File: src/rtl/ats_pkg.sv
// package of the adc threshold status block: register map, field layout, types
// assumes a 10-bit sample code and a 24-input switch front end
package ats_pkg;
  // ----------------------------------------------------------------
  // register map (index times four gives the byte address)
  // ----------------------------------------------------------------
  localparam logic [7:0] ATS_IDX_STATUS_LOW = 8'h06;  // adc_band_status_low index
  localparam logic [7:0] ATS_IDX_STATUS_HIGH = 8'h07;  // adc_band_status_high index
  localparam logic [7:0] ATS_ADDR_STATUS_LOW = 8'h18;  // byte address, four times index
  localparam logic [7:0] ATS_ADDR_STATUS_HIGH = 8'h1C;  // byte address, four times index
  localparam logic [23:0] ATS_STATUS_RESET = 24'h000000;  // both registers clear at reset
  // ----------------------------------------------------------------
  // field layout
  // ----------------------------------------------------------------
  localparam int ATS_NUM_INPUTS = 24;  // switch inputs
  localparam int ATS_FLAG_LAST = 11;  // last single-threshold input
  localparam int ATS_BAND_FIRST = 18;  // first two-bit band input
  localparam int ATS_BAND_LAST = 22;  // last two-bit band input
  localparam logic [4:0] ATS_WIDE_INPUT = 5'h17;  // input with five thresholds
  localparam int ATS_WIDE_LSB = 10;  // lsb of its three-bit field
  localparam logic [2:0] ATS_BAND_FOURTH = 3'h3;  // at or above c, below fourth limit
  localparam logic [2:0] ATS_BAND_FIFTH_LOW = 3'h4;  // at or above fourth, below fifth
  localparam logic [2:0] ATS_BAND_TOP = 3'h5;  // at or above the fifth limit
  // ----------------------------------------------------------------
  // carriers
  // ----------------------------------------------------------------
  typedef struct packed {
    logic valid;  // one-cycle strobe
    logic [4:0] chan;  // input number
    logic [9:0] code;  // converted level
  } ats_sample_t;
  typedef struct packed {
    logic [9:0] single;  // limit for inputs 0 to 11
    logic [9:0] lim_a;  // first band limit
    logic [9:0] lim_b;  // second band limit
    logic [9:0] lim_c;  // third band limit
    logic [9:0] fourth_band_limit;  // fourth limit, input 23 only
    logic [9:0] fifth_band_limit;  // fifth limit, input 23 only
  } ats_limits_t;
endpackage

File: src/rtl/ats_status.sv
// adc threshold status registers with an avalon-mm slave port
// assumes samples and limits come from logic on ref_clk_i
//
// Contract
// - inputs 0-11 report one above/below bit
// - inputs 18-22 report two-bit band code
// - band codes in pairs 1-0 through 9-8
// - input 23 three-bit code, 5 top
// - input 23 codes 3 and 4 bands
// - bands evaluated only in adc mode
// - high register offset 7, zero after reset
`timescale 1ns/1ps
`default_nettype none
module ats_status
  import ats_pkg::*;
(
  input wire logic ref_clk_i,  // 10 MHz clock
  input wire logic reset_n_i,  // async reset, active low
  input wire ats_sample_t sample_i,  // converted sample with strobe
  input wire ats_limits_t limits_i,  // programmed limits
  input wire logic [23:0] adc_mode_i,  // per input: adc input mode
  input wire logic [7:0] avs_address,  // byte address
  input wire logic avs_read,  // read request
  input wire logic avs_write,  // write request, acknowledged but changes nothing
  input wire logic [31:0] avs_writedata,  // write data, ignored
  input wire logic [3:0] avs_byteenable,  // byte enables, ignored
  output logic [31:0] avs_readdata,  // read data, registered
  output logic avs_waitrequest  // stall until answer ready
);
  // ----------------------------------------------------------------
  // band evaluation
  // ----------------------------------------------------------------
  // three-limit band: 0 below a, 1 a..b, 2 b..c, 3 at or above c
  // priority runs from the highest limit down, so equal limits collapse a band
  // rather than produce a code that skips one; the limits are taken as ordered
  function automatic logic [1:0] band3(input logic [9:0] v, input ats_limits_t l);
    if (v >= l.lim_c) begin
      band3 = 2'h3;
    end else if (v >= l.lim_b) begin
      band3 = 2'h2;
    end else if (v >= l.lim_a) begin
      band3 = 2'h1;
    end else begin
      band3 = 2'h0;
    end
  endfunction

  // five-limit band for input 23
  // codes 0 to 2 reuse the three-limit bands; 3, 4 and 5 split the region above c
  function automatic logic [2:0] band5(input logic [9:0] v, input ats_limits_t l);
    if (v >= l.fifth_band_limit) begin
      band5 = ATS_BAND_TOP;
    end else if (v >= l.fourth_band_limit) begin
      band5 = ATS_BAND_FIFTH_LOW;
    end else if (v >= l.lim_c) begin
      band5 = ATS_BAND_FOURTH;
    end else begin
      band5 = {1'b0, band3(v, l)};
    end
  endfunction

  // ----------------------------------------------------------------
  // status storage and update
  // ----------------------------------------------------------------
  logic [23:0] status_low;  // adc_band_status_low
  logic [23:0] status_high;  // adc_band_status_high
  logic [23:0] next_status_low;  // low register after this sample
  logic [23:0] next_status_high;  // high register after this sample
  // a strobe for an input outside adc mode, or with no field here, is dropped
  wire logic sample_take = sample_i.valid && adc_mode_i[sample_i.chan];
  wire logic above_single = (sample_i.code >= limits_i.single);  // single-limit compare
  wire logic [1:0] band_code = band3(sample_i.code, limits_i);
  wire logic [2:0] wide_code = band5(sample_i.code, limits_i);

  // per-field next values; fields 12-17 and 23-13 stay zero
  // each field is written only by a strobe for its own input, so a strobe
  // for another input leaves it untouched
  genvar gi;
  generate
    for (gi = 0; gi < ATS_NUM_INPUTS; gi++) begin : g_field
      if (gi <= ATS_FLAG_LAST) begin : g_flag
        assign next_status_low[gi] = (sample_take && sample_i.chan == 5'(gi)) ?
            above_single : status_low[gi];
      end else begin : g_zero
        assign next_status_low[gi] = 1'b0;  // low-register bits 12-23 not held here
      end
      if (gi >= ATS_BAND_FIRST && gi <= ATS_BAND_LAST) begin : g_band
        localparam int LSB = 2 * (gi - ATS_BAND_FIRST);
        assign next_status_high[LSB+1:LSB] = (sample_take && sample_i.chan == 5'(gi)) ?
            band_code : status_high[LSB+1:LSB];
      end
    end
  endgenerate
  assign next_status_high[12:10] = (sample_take && sample_i.chan == ATS_WIDE_INPUT) ?
      wide_code : status_high[12:10];
  assign next_status_high[23:13] = 11'h000;

  // status registers clear at reset and follow samples only
  // no write path reaches these registers; the bus side only reads them
  always_ff @(posedge ref_clk_i or negedge reset_n_i) begin
    if (!reset_n_i) begin
      status_low <= ATS_STATUS_RESET;
      status_high <= ATS_STATUS_RESET;
    end else begin
      status_low <= next_status_low;
      status_high <= next_status_high;
    end
  end

  // ----------------------------------------------------------------
  // avalon-mm slave: one wait cycle, then the answer
  // ----------------------------------------------------------------
  // writes are acknowledged like reads but change nothing; write data and
  // byte enables are left unread on purpose
  logic bus_ack;  // high in the answer cycle
  logic [31:0] next_readdata;  // decoded read value
  wire logic bus_req = avs_read || avs_write;  // any request
  wire logic hit_low = (avs_address == ATS_ADDR_STATUS_LOW);  // low register decode
  wire logic hit_high = (avs_address == ATS_ADDR_STATUS_HIGH);
  assign next_readdata = hit_high ? {8'h00, status_high} :
      (hit_low ? {8'h00, status_low} : 32'h00000000);  // unmapped reads zero
  assign avs_waitrequest = bus_req && !bus_ack;

  // acknowledge toggles so each request takes exactly two cycles
  always_ff @(posedge ref_clk_i or negedge reset_n_i) begin
    if (!reset_n_i) begin
      bus_ack <= 1'b0;
    end else begin
      bus_ack <= bus_req && !bus_ack;
    end
  end

  // read data captured in the wait cycle, standing in the answer cycle
  // holding the word outside the capture keeps it steady through the answer
  always_ff @(posedge ref_clk_i or negedge reset_n_i) begin
    if (!reset_n_i) begin
      avs_readdata <= 32'h00000000;
    end else if (avs_read && !bus_ack) begin
      avs_readdata <= next_readdata;
    end
  end
endmodule
`default_nettype wire

File: config.mk
export PLATFORM = sky130hd
export DESIGN_NAME = ats_status
export DESIGN_NICKNAME = d
export VERILOG_FILES = /design/src/rtl/ats_pkg.sv /design/src/rtl/ats_status.sv
export SDC_FILE = /design/constraint.sdc
export NUM_CORES = 1
export LEC_CHECK = 0
export BUFFER_PORTS_ARGS = -buffer_cell sky130_fd_sc_hd__buf_2
export CAP_MARGIN = 10
export CORE_ASPECT_RATIO = 0.5
export CORE_MARGIN = 5
export CORE_UTILIZATION = 50
export CTS_CLUSTER_DIAMETER = 200
export CTS_CLUSTER_SIZE = 25
export DETAILED_ROUTE_END_ITERATION = 10
export PLACE_DENSITY = 0.88
export SLEW_MARGIN = 0
export SYNTH_ARGS = -nofsm -noshare
export SYNTH_HDL_FRONTEND = slang
export SYNTH_SLANG_ARGS = --single-unit
export TNS_END_PERCENT = 5
File: constraint.sdc
create_clock -name ref_clk_i -period 3.8 [get_ports ref_clk_i]
set_input_delay 0.38 -clock ref_clk_i [delete_from_list [all_inputs] [get_ports ref_clk_i]]
set_output_delay 0.38 -clock ref_clk_i [all_outputs]
set_load 0.1 [all_outputs]
==> out/qor.csv <==
stage,metric,value,unit
worst_setup_path,path_class,primary input to flop,
sta,min_period,2.36,ns
flow_run,cap_violations,0,
global_route,grt_max_degree,40,
global_route,grt_pass1_vias,2953,
yosys,syn_inst,376,
routing,drt-initial-drc-count,126,
routing,drc,0,
clocking,hold_buffers,0,
worst_setup_path,reg2reg_depth,4,
die,rows,21,
finish,fill_cells,541,
clocking,ctsLongestPathBuffers,2,
clocking,cts_sinks,39,
yosys,synth_top_area_share,28.4,%
clocking,clkTransAtPathRegs,0.06,ns
yosys,async_flop_share,100,%
finish,final_nets,701,
pwr,ir_worst_vdd,0.180,mV
run_status,status,"finished, final reports clean",
routing,drtPass1Iterations,4,
finish,num_antenna_cells,0,
worst_setup_path,cp-end-kind,flop,
die,ios,181,
global_route,grt_pass1_wl,13700,µm
worst_setup_path,crit_arrival,2.58,ns
sta,fin_hold_ws,0.198,ns
clocking,cts_setup_buffers,0,
worst_setup_path,reg2reg_from,bus_ack,
clocking,cts_tree,built,
sta,worst_pin_slew,0.828,ns
finish,area_growth,21.6,%
finish,layout_common_cells,"buf_2 (119), ha_1 (60), inv_1 (57), dfrtp_1 (39), o21ai_0 (33)",
sta,setup_violations,0,
die,fp.coreArea,6670,µm²
min_path,hold_class,primary input to async pin,
global_route,grt_remaining_overflow,0,
yosys,synth.ff_latch_count,39,
sta,finalSetupTns,0,ns
routing,routed_wl,8420,µm
sta,slew_violations,0,
yosys,synth_cell_types,48,
yosys,syn_avg_cell_area,9.15,µm²
finish,drive_gt1_share,31.2,%
routing,viasPerCell,5.29,
sta,rsz0062_at_grt,no,
placed_design,io_buffer_count,119,
clocking,clk_latency,0.28,ns
clocking,cts_max_level,2,
placed_design,place_hpwl,6970,µm
sta,hold_viol,0,
pwr,power.density,316,nW/µm²
worst_setup_path,crit_path_start_kind,primary input,
routing,routed-via-count,3099,
clocking,post_cts_resize_count,0,
clocking,cts_buffers,5,
die,start_util,51.5,%
placed_design,place.gp.congestion,0.835,
global_route,antenna_found_initial,0,
sta,timing.final.crit_share,62.1,%
worst_setup_path,rrSetupSlack,1.88,ns
die,dieHeight,68.7,µm
yosys,synth_top_flop_cell,dfrtp_1,
routing,wire_per_inst,14.4,µm
yosys,seq_area_frac_synth,28.4,%
pwr,power_leakage,2.38,nW
yosys,ys_top_cells_by_area,"dfrtp_1 (28%), ha_1 (22%), inv_1 (6.2%)",
die,dieArea,8740,µm²
die,die_x,127,µm
yosys,synth-edff-count,0,
yosys,ys_warn_count,0,
yosys,synth_area,3440,µm²
pwr,p_total,1.32,mW
finish,layout_commonest_cell,buf_2,
worst_setup_path,r2r-end,avs_readdata[9],
worst_setup_path,worstPathRequired,4.02,ns
global_route,grt_use_total,19.4,%
routing,ant_nets,0,
sta,clock.fmax,424,MHz
sta,slew_headroom,44.8,%
clocking,cts_root_buf,clkbuf_16,
worst_setup_path,crit_path_max_fanout,6,
yosys,synth_top_cell_by_area,dfrtp_1,
sta,worst_clock_skew,0.00403,ns
## power breakdown
group	total (mW)	internal (mW)	switching, mW
sequential	0.495	0.463	0.0322
clock	0.406	0.241	0.165
combinational	0.420	0.161	0.258
## how the worst max path moves through the flow
| stage | start | end | slack (ns) |
|---|---|---|---|
| after floorplan | sample_i[0] | status_high[3] | 1.63 |
| after detailed placement | sample_i[0] | status_high[4] | 1.18 |
| after CTS | sample_i[0] | status_high[8] | 1.46 |
| final | sample_i[0] | status_high[8] | 1.44 |
| after global routing | sample_i[0] | status_high[6] | 1.31 |
| after global placement | sample_i[0] | status_high[2] | 1.22 |
## area by class of cell
type | count | area [µm²] | share of cell area [%]
well taps | 92 | 115 | 2.75
multi-input cells | 270 | 2130 | 51.0
repair buffers | 119 | 596 | 14.2
clock inverters | 3 | 20.0 | 0.479
flip-flops and latches | 39 | 976 | 23.3
inverters | 58 | 218 | 5.21
clock buffers | 5 | 125 | 2.99
## logic make-up after synthesis
family / share of synthesized area [%]
multiplexers: 11.5
adder cells (fa/ha/maj): 21.8
other: 0.109
flip-flops: 28.4
AO/OA/AOI/OAI: 14.2
buffers and inverters: 11.6
AND/OR/NAND/NOR: 12.4
## Yosys cell counts (2+ instances only)
cell type / number
ha_1: 60
inv_1: 57
dfrtp_1: 39
o21ai_0: 33
nand2_1: 26
buf_4: 19
nor2_1: 17
a21oi_1: 14
mux2_2: 14
mux2i_1: 12
nand2b_1: 9
o41ai_1: 8
a211oi_1: 7
clkbuf_1: 5
nand3_1: 5
a21o_1: 4
nand4_1: 4
a31o_2: 3
and4_1: 3
mux4_1: 3
nor3_1: 3
a221oi_1: 2
a31oi_1: 2
nor4_1: 2
or2_2: 2
## through the flow
| stage | instance area, µm² | setup WS (ns) | std cells | util, % |
|---|---|---|---|---|
| 6_report | 4180 | 1.44 | 586 | 62.7 |
| 5_1_grt | 4180 | 1.31 | 586 | 62.7 |
| 4_1_cts | 4180 | 1.46 | 586 | 62.7 |
| 3_5_place_dp | 4040 | 1.18 | 578 | 60.5 |
| 3_3_place_gp | 4040 | 1.22 | 578 | 60.5 |
| 2_1_floorplan | 3510 | 1.63 | 394 | - |
## sequential cells by signal (all words and copies together) (netlist names)
signal        flops
bus_ack           1
status_low       12
status_high      13
avs_readdata     13
## layer usage
layer | GRT usage (%) | part of all wire (%) | up-vias
li1 | - | - | 1525
met2 | 35.3 | 49 | 126
met4 | 5.75 | 1.2 | 0
met3 | 3.62 | 7.1 | 13
met5 | 0 | 0 | -
met1 | 24.0 | 42 | 1435
## worst max-delay path, stage by stage
cell	delay [ns]
buf_2	0.09
inv_1	0.18
ha_1	0.27
nand2b_1	0.15
a21oi_1	0.16
nor3_1	0.06
or4_1	0.50
o21bai_1	0.51
mux2_2	0.28
No activity file was read; power rests on OpenSTA's default activity.
